### config.mk
export PLATFORM = sky130hd
export DESIGN_NAME = harm_result_regs
export DESIGN_NICKNAME = d
export VERILOG_FILES = /design/src/harm_regs_pkg.sv /design/src/harm_result_regs.sv
export SDC_FILE = /design/constraint.sdc
export NUM_CORES = 1
export LEC_CHECK = 0
export BUFFER_PORTS_ARGS = -buffer_cell sky130_fd_sc_hd__buf_4
export CAP_MARGIN = 20
export CELL_PAD_IN_SITES_DETAIL_PLACEMENT = 2
export CELL_PAD_IN_SITES_GLOBAL_PLACEMENT = 2
export CORE_ASPECT_RATIO = 0.6
export CORE_UTILIZATION = 30
export DETAILED_ROUTE_END_ITERATION = 6
export PLACE_DENSITY = 0.84
export SLEW_MARGIN = 40
export SYNTH_ARGS = -nofsm -noshare
export SYNTH_HDL_FRONTEND = slang
export SYNTH_SLANG_ARGS = --single-unit
export TNS_END_PERCENT = 30
### constraint.sdc
create_clock -name sys_clk -period 15.2 [get_ports sys_clk]
set_clock_uncertainty 0.15 [all_clocks]
set_input_delay 4.56 -clock sys_clk [delete_from_list [all_inputs] [get_ports sys_clk]]
set_output_delay 4.56 -clock sys_clk [all_outputs]
set_load 0.02 [all_outputs]
### src/harm_regs_pkg.sv
package harm_regs_pkg;

  // ----------------------------------------
  // Address map
  // ----------------------------------------
  localparam logic [15:0] ADDR_HARM_Y_VOLT_DISTORTION    = 16'he896;
  localparam logic [15:0] ADDR_HARM_Y_CURR_DISTORTION    = 16'he897;
  localparam logic [15:0] ADDR_HARM_Z_VOLT_RMS           = 16'he898;
  localparam logic [15:0] ADDR_HARM_Z_CURR_RMS           = 16'he899;
  localparam logic [15:0] ADDR_HARM_Z_ACTIVE_POWER       = 16'he89a;
  localparam logic [15:0] ADDR_HARM_Z_REACTIVE_POWER     = 16'he89b;
  localparam logic [15:0] ADDR_HARM_Z_APPARENT_POWER     = 16'he89c;
  localparam logic [15:0] ADDR_HARM_Z_POWER_FACTOR       = 16'he89d;
  localparam logic [15:0] ADDR_HARM_Z_VOLT_DISTORTION    = 16'he89e;
  localparam logic [15:0] ADDR_HARM_Z_CURR_DISTORTION    = 16'he89f;
  localparam logic [15:0] ADDR_HARMONIC_CALC_CONFIG      = 16'he900;
  localparam logic [15:0] ADDR_PHASE_A_POWER_FACTOR      = 16'he902;
  localparam logic [15:0] ADDR_PHASE_B_POWER_FACTOR      = 16'he903;
  localparam logic [15:0] ADDR_PHASE_C_POWER_FACTOR      = 16'he904;
  localparam logic [15:0] ADDR_PHASE_A_LINE_PERIOD       = 16'he905;
  localparam logic [15:0] ADDR_PHASE_B_LINE_PERIOD       = 16'he906;
  localparam logic [15:0] ADDR_PHASE_C_LINE_PERIOD       = 16'he907;
  localparam logic [15:0] ADDR_ACTIVE_NOLOAD_THRESHOLD   = 16'he908;
  localparam logic [15:0] ADDR_REACTIVE_NOLOAD_THRESHOLD = 16'he909;
  localparam logic [15:0] ADDR_APPARENT_NOLOAD_THRESHOLD = 16'he90a;
  localparam logic [15:0] ADDR_LAST_ACCESS_ADDRESS       = 16'he9fe;
  localparam logic [15:0] ADDR_LAST_WORD_DATA            = 16'he9ff;
  localparam logic [15:0] ADDR_GENERAL_CONFIG_THREE      = 16'hea00;
  localparam logic [15:0] ADDR_LAST_OPERATION_TYPE       = 16'hea01;
  localparam logic [15:0] ADDR_ACTIVE_PATH_THRESHOLD     = 16'hea02;
  localparam logic [15:0] ADDR_REACTIVE_PATH_THRESHOLD   = 16'hea03;
  localparam logic [15:0] ADDR_APPARENT_PATH_THRESHOLD   = 16'hea04;
  localparam logic [15:0] ADDR_FIRST_HARMONIC_SELECTOR   = 16'hea08;
  localparam logic [15:0] ADDR_SECOND_HARMONIC_SELECTOR  = 16'hea09;

  // ----------------------------------------
  // Reset values
  // ----------------------------------------
  localparam logic [15:0] RST_HARMONIC_CALC_CONFIG = 16'h0008;
  localparam logic [15:0] RST_NOLOAD_THRESHOLD     = 16'h0000;
  localparam logic [7:0]  RST_GENERAL_CONFIG_THREE = 8'h01;
  localparam logic [7:0]  RST_PATH_THRESHOLD       = 8'h03;
  localparam logic [7:0]  RST_FIRST_HARMONIC_SEL   = 8'h03;
  localparam logic [7:0]  RST_SECOND_HARMONIC_SEL  = 8'h05;

  // ----------------------------------------
  // Operation type codes and forbidden value
  // ----------------------------------------
  localparam logic [7:0]  OP_CODE_READ         = 8'h35;
  localparam logic [7:0]  OP_CODE_WRITE        = 8'hca;
  localparam logic [7:0]  OP_CODE_NONE         = 8'h00;
  localparam logic [15:0] NOLOAD_FORBIDDEN_VAL = 16'hffff;

  // Results of the third harmonic set, 24-bit signed
  typedef struct packed {
    logic [23:0] volt_rms;
    logic [23:0] curr_rms;
    logic [23:0] active_power;
    logic [23:0] reactive_power;
    logic [23:0] apparent_power;
    logic [23:0] power_factor;
    logic [23:0] volt_distortion;
    logic [23:0] curr_distortion;
  } harm_z_results_t;

  // Per-phase results and the second set's distortion
  typedef struct packed {
    logic [23:0] y_volt_distortion;
    logic [23:0] y_curr_distortion;
    logic [15:0] pf_a;
    logic [15:0] pf_b;
    logic [15:0] pf_c;
    logic [15:0] period_a;
    logic [15:0] period_b;
    logic [15:0] period_c;
  } phase_results_t;

  // Configuration handed to the signal path
  typedef struct packed {
    logic [15:0] harmonic_calc_config;
    logic [15:0] active_noload;
    logic [15:0] reactive_noload;
    logic [15:0] apparent_noload;
    logic [7:0]  general_config_three;
    logic [7:0]  active_path_thr;
    logic [7:0]  reactive_path_thr;
    logic [7:0]  apparent_path_thr;
    logic [7:0]  first_harmonic_sel;
    logic [7:0]  second_harmonic_sel;
  } harm_config_t;

endpackage

### src/harm_result_regs.sv
// What this block does
// - Unmapped addresses in this map always read as zero.
// - Apparent no-load threshold is 16-bit read/write, resets to zero.
// - Every successful read or write records its address in a read-only register.
// - Every successful 16-bit access copies its data word into a capture register.
// - An 8-bit read-only register tells whether last operation was read or write.
// - Two 8-bit harmonic index selectors, reset to three and five.
// - Third harmonic rms and power results are signed 24-bit, carried in 32 bits.
// - Second and third harmonic distortion results are signed 24-bit read-only.
// - Each phase has a signed 16-bit read-only power factor.
// - Each phase has an unsigned 16-bit read-only line period.
// - Three 8-bit path thresholds, read/write, each reset to three.
// - Harmonic calculation configuration is 16-bit read/write, reset eight.
// - General 8-bit configuration register resets to one.
// - Signed 24-bit values are sign extended into the upper byte.
// - Signed results are two's complement, unsigned ones plain binary.
//
// Strobed register access was chosen for this implementation.
`timescale 1ns/100ps
`default_nettype none

module harm_result_regs
  import harm_regs_pkg::*;
(
  input  wire logic            sys_clk,
  input  wire logic            reset,
  input  wire logic [15:0]     reg_addr,
  input  wire logic [31:0]     reg_wdata,
  input  wire logic            reg_wr,
  input  wire logic            reg_rd,
  output var  logic [31:0]     reg_rdata,
  input  wire harm_z_results_t harm_z_in,
  input  wire phase_results_t  phase_in,
  output var  harm_config_t    config_out
);

  // ----------------------------------------
  // Helpers
  // ----------------------------------------

  // Two's complement 24-bit value widened to a 32-bit word
  function automatic logic [31:0] sext24(input logic [23:0] v);
    sext24 = {{8{v[23]}}, v};
  endfunction

  // Width class of a mapped register: 2 = 32-bit word, 1 = 16-bit, 0 = 8-bit
  function automatic logic [1:0] width_class(input logic [15:0] a);
    if (a >= ADDR_HARM_Y_VOLT_DISTORTION && a <= ADDR_HARM_Z_CURR_DISTORTION) begin
      width_class = 2'h2;
    end else if (a >= ADDR_HARMONIC_CALC_CONFIG && a <= ADDR_LAST_WORD_DATA) begin
      width_class = 2'h1;
    end else begin
      width_class = 2'h0;
    end
  endfunction

  logic [15:0] hcfg_ff;
  logic [15:0] act_noload_ff;
  logic [15:0] react_noload_ff;
  logic [15:0] app_noload_ff;
  logic [7:0]  cfg3_ff;
  logic [7:0]  act_thr_ff;
  logic [7:0]  react_thr_ff;
  logic [7:0]  app_thr_ff;
  logic [7:0]  sel_first_ff;
  logic [7:0]  sel_second_ff;
  logic [15:0] last_addr_ff;
  logic [15:0] last_data_ff;
  logic [7:0]  last_operation_type_ff;
  logic [31:0] nxt_rdata;
  logic        hit;

  // ----------------------------------------
  // Read decode
  // ----------------------------------------

  // Unlisted addresses fall to zero; hit marks a mapped register
  always_comb begin
    nxt_rdata = 32'h0000_0000;
    hit       = 1'b1;
    case (reg_addr)
      ADDR_HARM_Y_VOLT_DISTORTION:    nxt_rdata = sext24(phase_in.y_volt_distortion);
      ADDR_HARM_Y_CURR_DISTORTION:    nxt_rdata = sext24(phase_in.y_curr_distortion);
      ADDR_HARM_Z_VOLT_RMS:           nxt_rdata = sext24(harm_z_in.volt_rms);
      ADDR_HARM_Z_CURR_RMS:           nxt_rdata = sext24(harm_z_in.curr_rms);
      ADDR_HARM_Z_ACTIVE_POWER:       nxt_rdata = sext24(harm_z_in.active_power);
      ADDR_HARM_Z_REACTIVE_POWER:     nxt_rdata = sext24(harm_z_in.reactive_power);
      ADDR_HARM_Z_APPARENT_POWER:     nxt_rdata = sext24(harm_z_in.apparent_power);
      ADDR_HARM_Z_POWER_FACTOR:       nxt_rdata = sext24(harm_z_in.power_factor);
      ADDR_HARM_Z_VOLT_DISTORTION:    nxt_rdata = sext24(harm_z_in.volt_distortion);
      ADDR_HARM_Z_CURR_DISTORTION:    nxt_rdata = sext24(harm_z_in.curr_distortion);
      ADDR_HARMONIC_CALC_CONFIG:      nxt_rdata = {16'h0000, hcfg_ff};
      // Power factor is signed but travels as a 16-bit word, upper half zero
      ADDR_PHASE_A_POWER_FACTOR:      nxt_rdata = {16'h0000, phase_in.pf_a};
      ADDR_PHASE_B_POWER_FACTOR:      nxt_rdata = {16'h0000, phase_in.pf_b};
      ADDR_PHASE_C_POWER_FACTOR:      nxt_rdata = {16'h0000, phase_in.pf_c};
      ADDR_PHASE_A_LINE_PERIOD:       nxt_rdata = {16'h0000, phase_in.period_a};
      ADDR_PHASE_B_LINE_PERIOD:       nxt_rdata = {16'h0000, phase_in.period_b};
      ADDR_PHASE_C_LINE_PERIOD:       nxt_rdata = {16'h0000, phase_in.period_c};
      ADDR_ACTIVE_NOLOAD_THRESHOLD:   nxt_rdata = {16'h0000, act_noload_ff};
      ADDR_REACTIVE_NOLOAD_THRESHOLD: nxt_rdata = {16'h0000, react_noload_ff};
      ADDR_APPARENT_NOLOAD_THRESHOLD: nxt_rdata = {16'h0000, app_noload_ff};
      ADDR_LAST_ACCESS_ADDRESS:       nxt_rdata = {16'h0000, last_addr_ff};
      ADDR_LAST_WORD_DATA:            nxt_rdata = {16'h0000, last_data_ff};
      ADDR_GENERAL_CONFIG_THREE:      nxt_rdata = {24'h000000, cfg3_ff};
      ADDR_LAST_OPERATION_TYPE:       nxt_rdata = {24'h000000, last_operation_type_ff};
      ADDR_ACTIVE_PATH_THRESHOLD:     nxt_rdata = {24'h000000, act_thr_ff};
      ADDR_REACTIVE_PATH_THRESHOLD:   nxt_rdata = {24'h000000, react_thr_ff};
      ADDR_APPARENT_PATH_THRESHOLD:   nxt_rdata = {24'h000000, app_thr_ff};
      ADDR_FIRST_HARMONIC_SELECTOR:   nxt_rdata = {24'h000000, sel_first_ff};
      ADDR_SECOND_HARMONIC_SELECTOR:  nxt_rdata = {24'h000000, sel_second_ff};
      default: begin
        nxt_rdata = 32'h0000_0000;
        hit       = 1'b0;
      end
    endcase
  end

  // Read data stands only in the cycle after the strobe
  always_ff @(posedge sys_clk or posedge reset) begin
    if (reset) begin
      reg_rdata <= 32'h0000_0000;
    end else if (reg_rd) begin
      reg_rdata <= nxt_rdata;
    end else begin
      reg_rdata <= 32'h0000_0000;
    end
  end

  // ----------------------------------------
  // Writable configuration
  // ----------------------------------------

  // Only the listed writable offsets take data; read-only ones drop it
  always_ff @(posedge sys_clk or posedge reset) begin
    if (reset) begin
      hcfg_ff         <= RST_HARMONIC_CALC_CONFIG;
      act_noload_ff   <= RST_NOLOAD_THRESHOLD;
      react_noload_ff <= RST_NOLOAD_THRESHOLD;
      app_noload_ff   <= RST_NOLOAD_THRESHOLD;
      cfg3_ff         <= RST_GENERAL_CONFIG_THREE;
      act_thr_ff      <= RST_PATH_THRESHOLD;
      react_thr_ff    <= RST_PATH_THRESHOLD;
      app_thr_ff      <= RST_PATH_THRESHOLD;
      sel_first_ff    <= RST_FIRST_HARMONIC_SEL;
      sel_second_ff   <= RST_SECOND_HARMONIC_SEL;
    end else if (reg_wr) begin
      // No check on all-ones thresholds: keeping that value out is the host's job
      case (reg_addr)
        ADDR_HARMONIC_CALC_CONFIG:      hcfg_ff         <= reg_wdata[15:0];
        ADDR_ACTIVE_NOLOAD_THRESHOLD:   act_noload_ff   <= reg_wdata[15:0];
        ADDR_REACTIVE_NOLOAD_THRESHOLD: react_noload_ff <= reg_wdata[15:0];
        ADDR_APPARENT_NOLOAD_THRESHOLD: app_noload_ff   <= reg_wdata[15:0];
        ADDR_GENERAL_CONFIG_THREE:      cfg3_ff         <= reg_wdata[7:0];
        ADDR_ACTIVE_PATH_THRESHOLD:     act_thr_ff      <= reg_wdata[7:0];
        ADDR_REACTIVE_PATH_THRESHOLD:   react_thr_ff    <= reg_wdata[7:0];
        ADDR_APPARENT_PATH_THRESHOLD:   app_thr_ff      <= reg_wdata[7:0];
        ADDR_FIRST_HARMONIC_SELECTOR:   sel_first_ff    <= reg_wdata[7:0];
        ADDR_SECOND_HARMONIC_SELECTOR:  sel_second_ff   <= reg_wdata[7:0];
        default: begin
          hcfg_ff <= hcfg_ff;
        end
      endcase
    end
  end

  // Configuration out is a registered copy of the flip-flops, one cycle behind, cleared to zero in reset
  always_ff @(posedge sys_clk or posedge reset) begin
    if (reset) begin
      config_out <= '0;
    end else begin
      config_out <= '{harmonic_calc_config: hcfg_ff,
                      active_noload:        act_noload_ff,
                      reactive_noload:      react_noload_ff,
                      apparent_noload:      app_noload_ff,
                      general_config_three: cfg3_ff,
                      active_path_thr:      act_thr_ff,
                      reactive_path_thr:    react_thr_ff,
                      apparent_path_thr:    app_thr_ff,
                      first_harmonic_sel:   sel_first_ff,
                      second_harmonic_sel:  sel_second_ff};
    end
  end

  // ----------------------------------------
  // Access diagnostics
  // ----------------------------------------

  // A successful access is one to a mapped register; reserved holes do not count
  always_ff @(posedge sys_clk or posedge reset) begin
    if (reset) begin
      last_addr_ff <= 16'h0000;
      last_operation_type_ff   <= OP_CODE_NONE;
    end else if ((reg_wr || reg_rd) && hit) begin
      last_addr_ff <= reg_addr;
      last_operation_type_ff   <= reg_wr ? OP_CODE_WRITE : OP_CODE_READ;
    end
  end

  // Data word of the last 16-bit access; a read of the capture itself shows the old word
  always_ff @(posedge sys_clk or posedge reset) begin
    if (reset) begin
      last_data_ff <= 16'h0000;
    end else if (hit && width_class(reg_addr) == 2'h1) begin
      if (reg_wr) begin
        last_data_ff <= reg_wdata[15:0];
      end else if (reg_rd) begin
        last_data_ff <= nxt_rdata[15:0];
      end
    end
  end

  // ----------------------------------------
  // Checks
  // ----------------------------------------

  property p_unmapped_zero;
    @(posedge sys_clk) disable iff (reset)
      (reg_rd && !hit) |=> (reg_rdata == 32'h0000_0000);
  endproperty
  a_unmapped_zero: assert property (p_unmapped_zero) else $error("unmapped read not zero");

  property p_last_addr;
    @(posedge sys_clk) disable iff (reset)
      ((reg_rd || reg_wr) && hit) |=> (last_addr_ff == $past(reg_addr));
  endproperty
  a_last_addr: assert property (p_last_addr) else $error("last address not recorded");

  property p_last_data_wr;
    @(posedge sys_clk) disable iff (reset)
      (reg_wr && hit && width_class(reg_addr) == 2'h1) |=> (last_data_ff == $past(reg_wdata[15:0]));
  endproperty
  a_last_data_wr: assert property (p_last_data_wr) else $error("16-bit write data not captured");

  property p_last_operation_type;
    @(posedge sys_clk) disable iff (reset)
      ((reg_rd || reg_wr) && hit) |=> (last_operation_type_ff == ($past(reg_wr) ? OP_CODE_WRITE : OP_CODE_READ));
  endproperty
  a_last_operation_type: assert property (p_last_operation_type) else $error("operation type wrong");

  property p_sign_ext;
    @(posedge sys_clk) disable iff (reset)
      (reg_rd && width_class(reg_addr) == 2'h2) |=> (reg_rdata[31:24] == {8{reg_rdata[23]}});
  endproperty
  a_sign_ext: assert property (p_sign_ext) else $error("24-bit result not sign extended");

  property p_noload_write;
    @(posedge sys_clk) disable iff (reset)
      (reg_wr && reg_addr == ADDR_APPARENT_NOLOAD_THRESHOLD) |=> ##1 (config_out.apparent_noload == $past(reg_wdata[15:0], 2));
  endproperty
  a_noload_write: assert property (p_noload_write) else $error("apparent no-load not written");

  property p_ro_write;
    @(posedge sys_clk) disable iff (reset)
      (reg_wr && reg_addr == ADDR_LAST_OPERATION_TYPE) |=> (last_operation_type_ff == OP_CODE_WRITE && last_addr_ff == ADDR_LAST_OPERATION_TYPE);
  endproperty
  a_ro_write: assert property (p_ro_write) else $error("read-only write mishandled");

  property p_period_read;
    @(posedge sys_clk) disable iff (reset)
      (reg_rd && reg_addr == ADDR_PHASE_B_LINE_PERIOD) |=> (reg_rdata == {16'h0000, $past(phase_in.period_b)});
  endproperty
  a_period_read: assert property (p_period_read) else $error("line period read wrong");

  property p_sel_write;
    @(posedge sys_clk) disable iff (reset)
      (reg_wr && reg_addr == ADDR_SECOND_HARMONIC_SELECTOR) ##1 (!reg_wr) ##1 reg_rd && reg_addr == ADDR_SECOND_HARMONIC_SELECTOR
        |=> (reg_rdata[7:0] == $past(reg_wdata[7:0], 3));
  endproperty
  a_sel_write: assert property (p_sel_write) else $error("selector readback wrong");

endmodule

`default_nettype wire

==> results by group, run 1 <==
Place
  • Post-DP HPWL: approximately 57000 um
  • Placer congestion estimate: 0.954
  • Pre-CTS setup slack: 6.89 ns
  • Buffers on Ports: ~520
  • Placed inst area: between 15000 and 20000 um^2
  • Cells after DPL: roughly 2100

Setup path
  • Crit-path cells: buf_4 -> nand4b_1 -> nor4_4 -> buf_4 -> nor4_2 -> nand3_1 -> nand2_1 -> buf_4 -> a41oi_1
  • CP Capture Type: register
  • CP startpoint kind: input port
  • WP data required: roughly 15 ns
  • Crit path kind: input port to register
  • CP Data Arrival Time: between 8 and 9 ns
  • CP max stage cell: buf_4
  • Most frequent cell on the critical path: buf_4
  • Largest stage delay on the critical path: just over 0.6 ns
  • Crit path max fanout: 65

STA
  • Final setup viols: 0
  • Period utilization: 0.514
  • Slew of the pin with the lowest slew margin: slightly below 1 ns
  • Setup TNS: 0 ns
  • Worst hold slack: roughly 0.25 ns
  • Max Transition Viols Final: 0
  • Fmax: 0.128 GHz
  • Unrepaired setup endpoints after global routing: no
  • Final hold vios: 0
  • Post-layout minimum cycle time: 7.81 ns
  • Setup slack after layout: 7.39 ns
  • Slew headroom: 0.356

Synthesis
  • Yosys top cell area share: 0.509
  • Seq/Total Area, Yosys: 0.532
  • Mapped Avg Cell Area: around 12 um^2
  • Synthesized area: roughly 13000 um^2
  • YS warnings: 0
  • FFs w/ async S/R, synth: 1.00
  • Top FF cell, synth: dfrtp_1
  • FF+latch count, synth: about 280
  • Synth area leader: dfrtp_1
  • Net count after synthesis: between 1000 and 1500
  • Post-synth EDFFs: 0
  • Synthesized instance count: 1089
  • Synth top area cells: dfrtp_1 (51%), mux2_2 (12%), a22o_1 (2.8%)
  • Unique cell type count in the Yosys netlist: about 70

CTS
  • Hold Buf Count CTS: 0
  • Max clock buf depth: 3
  • CTS Buf Count: 28
  • CTS Sinks: ~280
  • CTS clock-pin slew for the worst setup and hold paths: 0.08 ns
  • Latest clock arrival within the worst-skew pair: between 0.5 and 0.6 ns
  • CTS-repair resized insts: 0
  • H-Tree Level Count: 1
  • CTS tree: done
  • Clock Tree Root: clkbuf_16
  • Post-CTS Setup Bufs: 0

Run
  • Max-Cap Viols: 0

Detailed routing
  • Routed vias/inst: slightly above 6
  • Final ANT Viol Nets: 0
  • Final WL: 77300 um
  • Via Count: 13300
  • Iteration-0 DRC Markers: 1161
  • Initial DRT Pass Iterations: 6
  • DRC: 0
  • Drt wl/cell: 35.2 um

Floorplanning
  • I/O pin count: roughly 530
  • Chip Height: around 160 um
  • Die Span X: roughly 270 um
  • Core area: about 43000 um^2
  • Initial Util: 0.305
  • Core Rows: a little under 60
  • Die area: approximately 45000 um^2

Worst hold path
  • Worst Hold Class: register to register

Global route
  • GRT Overall Usage: 0.333
  • First-pass GRT wire length: 107000 um
  • Overflow after GRT: 0
  • Vias in the first global route: ~14000
  • Largest net degree at the start of global routing: about 140
  • Antenna violations before repair: 6

Pwr
  • Leak pwr: 9.32 nW
  • VDD IR max: just under 80 uV
  • Pwr dens: between 80 and 90 nW/um^2
  • Final Total Pwr: ~1.7 mW

Final layout
  • Commonest non-fill, non-tap cell in the layout: buf_4
  • Final Non-Filler Cells: roughly 2200
  • Final instance area: around 19000 um^2
  • Most frequent cells in the layout: buf_4 (554), dfrtp_1 (270), mux2_2 (137), nand2_1 (60), a22oi_1 (48)
  • Layout Nets: 1978
  • Area Overhead vs Synth: 44.0%
  • Share of post-route cells with drive strength above 1: 0.504
  • Layout fillers: about 4400
  • Finished Core Util: 0.440

Run status
  • Status: completed
[per-layer routing]
| metal | global-route usage | share of wire | wire, um | vias to the layer above |
|---|---|---|---|---|
| met5 | 0 | 0.00026 | 20 | - |
| met4 | 0.118 | 0.037 | 2890 | 4 |
| met3 | 0.0826 | 0.085 | 6530 | 177 |
| met2 | 0.538 | 0.47 | 36100 | 754 |
| met1 | 0.433 | 0.41 | 31700 | 7033 |
| li1 | - | - | - | 5333 |
[report_power, final]
| group | switching [mW] | internal (mW) |
|---|---|---|
| Clock | 0.332 | 0.468 |
| Sequential | 0.000904 | 0.751 |
| Combinational | 0.0749 | 0.0753 |
| Total | 0.408 | 1.29 |
[final timing paths]
path / depth (start not counted) / endpoint / startpoint / slack [ns]
worst max-delay path: 9 / reg_rdata[1] / reg_addr[0] / 7.39
worst min-delay path: 0 / config_out[111] / hcfg_ff[15] / 0.25
worst max register to register: 6 / last_data_ff[4] / act_noload_ff[4] / 12.81
worst min register to register: 0 / config_out[111] / hcfg_ff[15] / 0.25
max in group asynchronous: 3 / config_out[17] / reset / 9.70
min in group asynchronous: 2 / config_out[4] / reset / 3.96
[cell type report]
cell class / count / area [um^2] / area share
Clock inverter: 16 / 267 / 0.0139
Antenna cell: 3 / 7.51 / 0.000393
Inverter: 7 / 38.8 / 0.00203
Clock buffer: 36 / 781 / 0.0408
Multi-Input combinational cell: 711 / 5980 / 0.313
Timing Repair Buffer: 560 / 4250 / 0.222
Tap cell: 579 / 724 / 0.0379
Sequential cell: 282 / 7070 / 0.370
[flip-flops by register name, summed over array words and instances (netlist names)]
signal	flops
last_addr_ff	16
app_thr_ff	8
hcfg_ff	16
last_data_ff	16
act_noload_ff	16
act_thr_ff	8
last_operation_type_ff	2
reg_rdata	24
react_noload_ff	16
app_noload_ff	16
sel_first_ff	8
config_out	112
cfg3_ff	8
react_thr_ff	8
sel_second_ff	8
[critical path: cells and delay by family]
| family | cells | cell delay, ns |
|---|---|---|
| AOI/OAI and AO/OA | 1 | 0.35 |
| buffers and inverters | 3 | 1.59 |
| and+or+nand+nor | 5 | 1.51 |
[synthesized netlist by cell type, drive strengths merged (3+ instances only)]
| cell | count |
|---|---|
| buf | 48 |
| nand4b | 5 |
| a222oi | 16 |
| a211o | 6 |
| a41oi | 7 |
| a21oi | 24 |
| clkbuf | 41 |
| inv | 7 |
| nand4bb | 6 |
| o211ai | 3 |
| and2 | 4 |
| o21ai | 21 |
| and4 | 8 |
| nand3 | 20 |
| nor4 | 42 |
| nor3 | 18 |
| a221oi | 28 |
| a32oi | 13 |
| mux2i | 9 |
| or4b | 3 |
| dfrtp | 270 |
| and3 | 10 |
| nand4 | 15 |
| nand2b | 5 |
| a31oi | 16 |
| nor4bb | 5 |
| nand3b | 5 |
| a22oi | 48 |
| nor2b | 9 |
| nor3b | 10 |
| nor4b | 3 |
| a221o | 34 |
| a2111oi | 3 |
| or2 | 5 |
| a22o | 43 |
| mux2 | 137 |
| nand2 | 61 |
| a32o | 18 |
| dfstp | 12 |
| nor2 | 32 |
[logic make-up (layout without fill, tap and decap cells)]
kind of cell	after synthesis	in the layout	synth area share
buf+inv	96	619	0.0339
xor+xnor	1	1	0.000660
simple gates	275	275	0.132
mux	146	146	0.123
compound gates	289	289	0.178
flops	282	282	0.532
other cells	0	3	0
(Power assumes the default switching activity.)
==> inputs of run 2 (changes only) <==
clock period = 7.6 ns   (was 15.2 ns; I/O delays follow)
==> results by group, run 2 (same netlist as run 1, synthesis figures left out) <==
Detailed routing
  • Routed vias/inst: roughly 6.0
  • Final WL: 77200 um
  • Final ANT Viol Nets: 0
  • Initial DRT Pass Iterations: 6
  • Iteration-0 DRC Markers: 1267
  • DRC: 0
  • Drt wl/cell: around 35 um
  • Via Count: between 10000 and 15000

Floorplanning
  • Core Rows: 59
  • Die area: ~45000 um^2
  • Core area: roughly 43000 um^2
  • Initial Util: 0.305
  • Chip Height: 165 um
  • I/O pin count: 532
  • Die Span X: between 200 and 300 um

STA
  • Fmax: about 0.19 GHz
  • Setup TNS: 0 ns
  • Max Transition Viols Final: 0
  • Unrepaired setup endpoints after global routing: no
  • Final hold vios: 0
  • Final setup viols: 0
  • Slew headroom: 0.390
  • Period utilization: 0.703
  • Slew of the pin with the lowest slew margin: approximately 0.9 ns
  • Post-layout minimum cycle time: 5.34 ns
  • Setup slack after layout: ~2.3 ns
  • Worst hold slack: ~0.24 ns

Global route
  • First-pass GRT wire length: roughly 110000 um
  • Largest net degree at the start of global routing: about 120
  • Vias in the first global route: between 10000 and 15000
  • GRT Overall Usage: 0.331
  • Antenna violations before repair: 10
  • Overflow after GRT: 0

Final layout
  • Area Overhead vs Synth: 44.2%
  • Largest Register: config_out
  • Max reg flops: roughly 110
  • Share of post-route cells with drive strength above 1: 0.506
  • Layout Nets: a little under 2000
  • Regs by FF count: config_out x112, reg_rdata x24
  • Layout fillers: between 4000 and 5000
  • Commonest non-fill, non-tap cell in the layout: buf_4
  • Most frequent cells in the layout: buf_4 (558), dfrtp_1 (270), mux2_2 (137), nand2_1 (60), a22oi_1 (48)
  • Final instance area: around 19000 um^2

Pwr
  • Pwr dens: between 150 and 200 nW/um^2
  • Leak pwr: a little over 9 nW
  • Logic pwr share: 0.089
  • Internal power: between 2 and 3 mW
  • Sw Ratio: 0.243
  • Clock share of power: 0.469
  • Sw power: between 0.8 and 0.9 mW
  • VDD IR max: approximately 170 uV
  • Sequential share of power: 0.443

CTS
  • Post-CTS Setup Bufs: 0
  • CTS clock-pin slew for the worst setup and hold paths: 0.07 ns
  • CTS-repair resized insts: 0
  • CTS Buf Count: 29
  • CTS tree: done
  • Max clock buf depth: 3
  • Hold Buf Count CTS: 0
  • CTS Sinks: around 280
  • Clock Tree Root: clkbuf_16
  • H-Tree Level Count: 1
  • Latest clock arrival within the worst-skew pair: a little under 0.6 ns

Place
  • Pre-CTS setup slack: between 1.5 and 2 ns
  • Placer congestion estimate: between 0.9 and 1
  • Post-DP HPWL: 56800 um
  • Placed inst area: approximately 18000 um^2
  • Buffers on Ports: roughly 520

Worst hold path
  • Hold endpoint: config_out[43]
  • Worst hold path startpoint: cfg3_ff[3]
  • Hold path depth: 0
  • Worst Hold Class: register to register

Setup path
  • Buffers plus inverters on the worst setup path: 2
  • Worst R2R Setup Slack: 5.07 ns
  • CP startpoint kind: input port
  • Crit path max fanout: 64
  • Critical path origin: reg_addr[1]
  • Largest stage delay on the critical path: approximately 0.59 ns
  • Crit path kind: input port to register
  • RR Startpoint: cfg3_ff[1]
  • CP delay by family, top: compound AO/OA/AOI/OAI gates
  • CP max stage cell: a2111oi_0
  • CP Data Arrival Time: 5.68 ns
  • Reg-to-Reg End: last_data_ff[1]
  • CP Capture Type: register
  • Crit-path cells: buf_4 -> nand4bb_1 -> a2111oi_0 -> a31oi_1 -> o2111a_1 -> nand3_1 -> nand2_1 -> buf_4 -> a31oi_1
  • WP data required: roughly 7.9 ns
  • R2R cell count: 5

Run
  • Max-Cap Viols: 0

Run status
  • Status: completed
==> run 2: cell types whose count changed in the layout (fill, tap and decap cells not counted), sizes merged <==
cell | before | now
buf | 560 | 563
diode | 3 | 8
clkbuf | 36 | 40
bufinv | 6 | 4
clkinv | 7 | 6
clkinvlp | 3 | 4
==> run 2: worst max-delay path by stage <==
| stage | to | cells past startpoint |
|---|---|---|
| after CTS | last_data_ff[1] | 9 |
| after detailed placement | last_data_ff[7] | 10 |
| after global placement | last_data_ff[1] | 8 |
| after floorplan | act_noload_ff[0] | 1 |
| final | reg_rdata[2] | 9 |
| after global routing | reg_rdata[2] | 9 |
==> run 2: power by group through the flow <==
stage	sequential, mW	combinational, mW	clock [mW]
finish	1.50	0.302	1.59
floorplan	1.53	0.0861	0
global placement	1.53	0.285	0
detailed placement	1.53	0.297	0
global route	1.50	0.318	1.66
CTS	1.50	0.299	1.61
==> run 2: final cells by class <==
type                    count  area (um^2)  area share
repair buffers            563         4270       0.223
flip-flops and latches    282         7070       0.369
diodes                      8         20.0     0.00104
inverters                   7         30.0     0.00157
clock inverters            14          196      0.0103
multi-input cells         711         6000       0.313
clock buffers              40          847      0.0442
well taps                 579          724      0.0378
==> run 2: per-layer routing <==
metal / vias up / routed length [um] / global-route usage
li1: 5333 / - / -
met1: 6923 / 31000 / 0.426
met2: 811 / 35500 / 0.525
met3: 212 / 7000 / 0.0829
met4: 4 / 3610 / 0.151
met5: - / 24 / 0
==> run 2: worst register-to-register path, cell delays in order (launching register included) <==
cell and delay [ns]:
dfrtp_1 0.41, a32o_1 0.25, a221o_1 0.34, a2111oi_1 0.65, a41oi_1 0.29, a221o_1 0.33
==> run 2: metrics by stage <==
step | util | cells | power [mW]
2_1_floorplan | - | 1089 | 1.62
3_3_place_gp | 0.413 | 2139 | 1.82
3_5_place_dp | 0.415 | 2141 | 1.83
4_1_cts | 0.439 | 2195 | 3.41
5_1_grt | 0.441 | 2202 | 3.48
6_report | 0.441 | 2204 | 3.40
==> inputs of run 3 (changes only) <==
ABC_AREA = 1   (was not set)
CORE_UTILIZATION = 25   (was 30)
PLACE_DENSITY = 0.82   (was 0.84)
clock period = 4.55 ns   (was 7.6 ns; I/O delays follow)
==> results by group, run 3 <==
Floorplanning
  • I/O pin count: approximately 530
  • Core Rows: 71
  • Die area: 65600 um^2
  • Core area: 63300 um^2
  • Initial Util: 0.255
  • Chip Height: 199 um
  • Die Span X: ~330 um

Place
  • Placer congestion estimate: approximately 1
  • Buffers on Ports: ~520
  • Placed inst area: around 21000 um^2
  • Post-DP HPWL: approximately 90000 um
  • Cells after DPL: between 3000 and 4000

STA
  • Final hold vios: 0
  • Final setup viols: 0
  • Period utilization: 0.787
  • Unrepaired setup endpoints after global routing: no
  • Max Transition Viols Final: 0
  • Worst hold slack: 0.261 ns
  • Fmax: 0.279 GHz
  • Post-layout minimum cycle time: approximately 3.6 ns
  • Slew of the pin with the lowest slew margin: between 0.7 and 0.8 ns
  • Slew headroom: 0.493

Detailed routing
  • Routed vias/inst: 5.52
  • Drt wl/cell: just over 30 um
  • Initial DRT Pass Iterations: 5
  • Final WL: 113000 um
  • Final ANT Viol Nets: 0
  • Iteration-0 DRC Markers: between 1500 and 2000
  • Via Count: a little over 20000
  • DRC: 0

Run
  • Max-Cap Viols: 0

Final layout
  • Max reg flops: roughly 110
  • Layout fillers: around 7500
  • Commonest non-fill, non-tap cell in the layout: nand2_1
  • Largest Register: config_out
  • Share of post-route cells with drive strength above 1: 0.264
  • Layout Nets: 3231
  • Most frequent cells in the layout: nand2_1 (749), buf_4 (614), nand3_1 (459), dfrtp_1 (270), nor2_1 (266)
  • Final Non-Filler Cells: ~3700
  • Regs by FF count: config_out x112, reg_rdata x24
  • Area Overhead vs Synth: 39.7%
  • Final instance area: 22600 um^2

CTS
  • H-Tree Level Count: 1
  • Post-CTS Setup Bufs: 0
  • CTS Sinks: around 280
  • CTS tree: done
  • CTS Buf Count: 31
  • Clock Tree Root: clkbuf_16
  • CTS-repair resized insts: 0
  • Max clock buf depth: 3
  • Latest clock arrival within the worst-skew pair: about 0.63 ns
  • CTS clock-pin slew for the worst setup and hold paths: about 0.070 ns
  • Hold Buf Count CTS: 0

Setup path
  • CP Data Arrival Time: around 4.0 ns
  • Reg-to-Reg End: last_data_ff[7]
  • Crit path max fanout: 81
  • WP data required: a little under 5 ns
  • Worst R2R Setup Slack: approximately 2.7 ns
  • R2R cell count: 10
  • Crit path kind: input port to register
  • RR Startpoint: last_operation_type_ff[6]
  • CP max stage cell: buf_12
  • Most frequent cell on the critical path: nor2_1
  • CP delay by family, top: simple AND/OR/NAND/NOR gates
  • Buffers plus inverters on the worst setup path: 2
  • CP startpoint kind: input port
  • Crit-path cells: buf_4 -> nor2_1 -> nand2_1 -> nor2_4 -> buf_12 -> nand3_1 -> nand4_1 -> nor2_1 -> nand2_1 -> nor2_1 -> nor2_1
  • CP Capture Type: register
  • Largest stage delay on the critical path: roughly 0.4 ns

Worst hold path
  • Worst hold path startpoint: cfg3_ff[2]
  • Hold endpoint: config_out[42]
  • Hold path depth: 0
  • Worst Hold Class: register to register

Global route
  • Largest net degree at the start of global routing: 114
  • First-pass GRT wire length: ~160000 um
  • Met1 Track Usage GR: 0.519
  • Met3 GRT Util: 0.0753
  • Antenna violations before repair: 9
  • Vias in the first global route: 21000
  • GRT Overall Usage: 0.337
  • Global route hottest layer: met1
  • Overflow after GRT: 0
  • Met2 Track Usage GR: 0.473

Synthesis
  • Count leader, synth: nand2_1
  • Yosys top cell area share: 0.419
  • Synthesized area: 16100 um^2
  • Seq/Total Area, Yosys: 0.438
  • Synth top area cells: dfrtp_1 (42%), nand2_1 (17%), nand3_1 (14%)
  • Net count after synthesis: between 2000 and 3000
  • YS warnings: 0
  • Unique cell type count in the Yosys netlist: 32
  • Mapped Avg Cell Area: approximately 7 um^2
  • Top FF cell, synth: dfrtp_1
  • Synth area leader: dfrtp_1
  • FF+latch count, synth: approximately 280
  • Post-synth EDFFs: 0
  • FFs w/ async S/R, synth: 1.00
  • Most frequent cells after synthesis: nand2_1 (749), nand3_1 (459), nor2_1 (272), dfrtp_1 (270), o21ai_0 (109)
  • Synthesized instance count: 2305

Pwr
  • VDD IR max: 285 uV
  • Final Total Pwr: 5.75 mW
  • Leak pwr: around 12 nW
  • Pwr dens: 255 nW/um^2

Run status
  • Status: completed
==> run 3: cell count changes in the layout (fill, tap and decap cells not counted), sizes merged, moves of 37 or more <==
cell   previous run  this run
nand3            20       460
mux2            137         0
a22oi            48         0
nand4            15        77
nand2            61       756
nor2             32       302
buf             563       628
a22o             43         6
o21ai            21       144
inv               7        89
==> run 3: how the worst max path moves through the flow <==
stage | from | end | slack, ns | cells after the start
6_report | reg_addr[10] | reg_rdata[5] | 0.97 | 11
5_1_grt | reg_addr[10] | reg_rdata[15] | 0.89 | 13
4_1_cts | reg_addr[10] | last_data_ff[13] | 1.08 | 15
3_5_place_dp | reg_addr[10] | last_data_ff[12] | 0.41 | 15
3_3_place_gp | reg_addr[10] | last_data_ff[14] | 0.55 | 15
2_1_floorplan | reset | act_noload_ff[0] | -0.69 | 1
==> run 3: logic make-up after synthesis <==
logic type             synth area share
flip-flops                        0.438
AO/OA/AOI/OAI                    0.0621
AND/OR/NAND/NOR                   0.440
buffers and inverters            0.0598
==> run 3: worst reg2reg max path: cells and delay by family (launching register included) <==
family / cells / cell delay (ns)
AND/OR/NAND/NOR: 10 / 1.20
flip-flops: 1 / 0.39
==> run 3: final cells by class <==
type | instances | area, um^2 | share of cell area
multi-input combinational | 1809 | 8130 | 0.360
tap | 839 | 1050 | 0.0465
inverter | 91 | 345 | 0.0153
clock buffer | 39 | 816 | 0.0362
timing repair buffer | 628 | 4890 | 0.217
sequential | 282 | 7070 | 0.314
clock inverter | 18 | 233 | 0.0103
antenna | 7 | 17.5 | 0.000777
==> run 3: routing by layer <==
layer	share of wire	wire, um	up-vias
met5	0.00019	21	-
met3	0.098	11100	125
met4	0.018	2040	4
li1	-	-	8709
met2	0.41	46500	981
met1	0.47	53800	10700
==> run 3: power breakdown <==
part           total [mW]  internal [mW]  switching, mW
sequential           2.51           2.51        0.00285
clock                2.74           1.51           1.23
combinational       0.497          0.229          0.267
==> run 3: per-stage QoR <==
stage / setup slack, ns / utilization / setup TNS [ns]
after global routing: 0.891 / 0.356 / 0
after CTS: 1.08 / 0.356 / 0
after detailed placement: 0.410 / 0.340 / 0
after global placement: 0.552 / 0.340 / 0
final: 0.970 / 0.357 / 0
after floorplan: -0.690 / - / -186.43
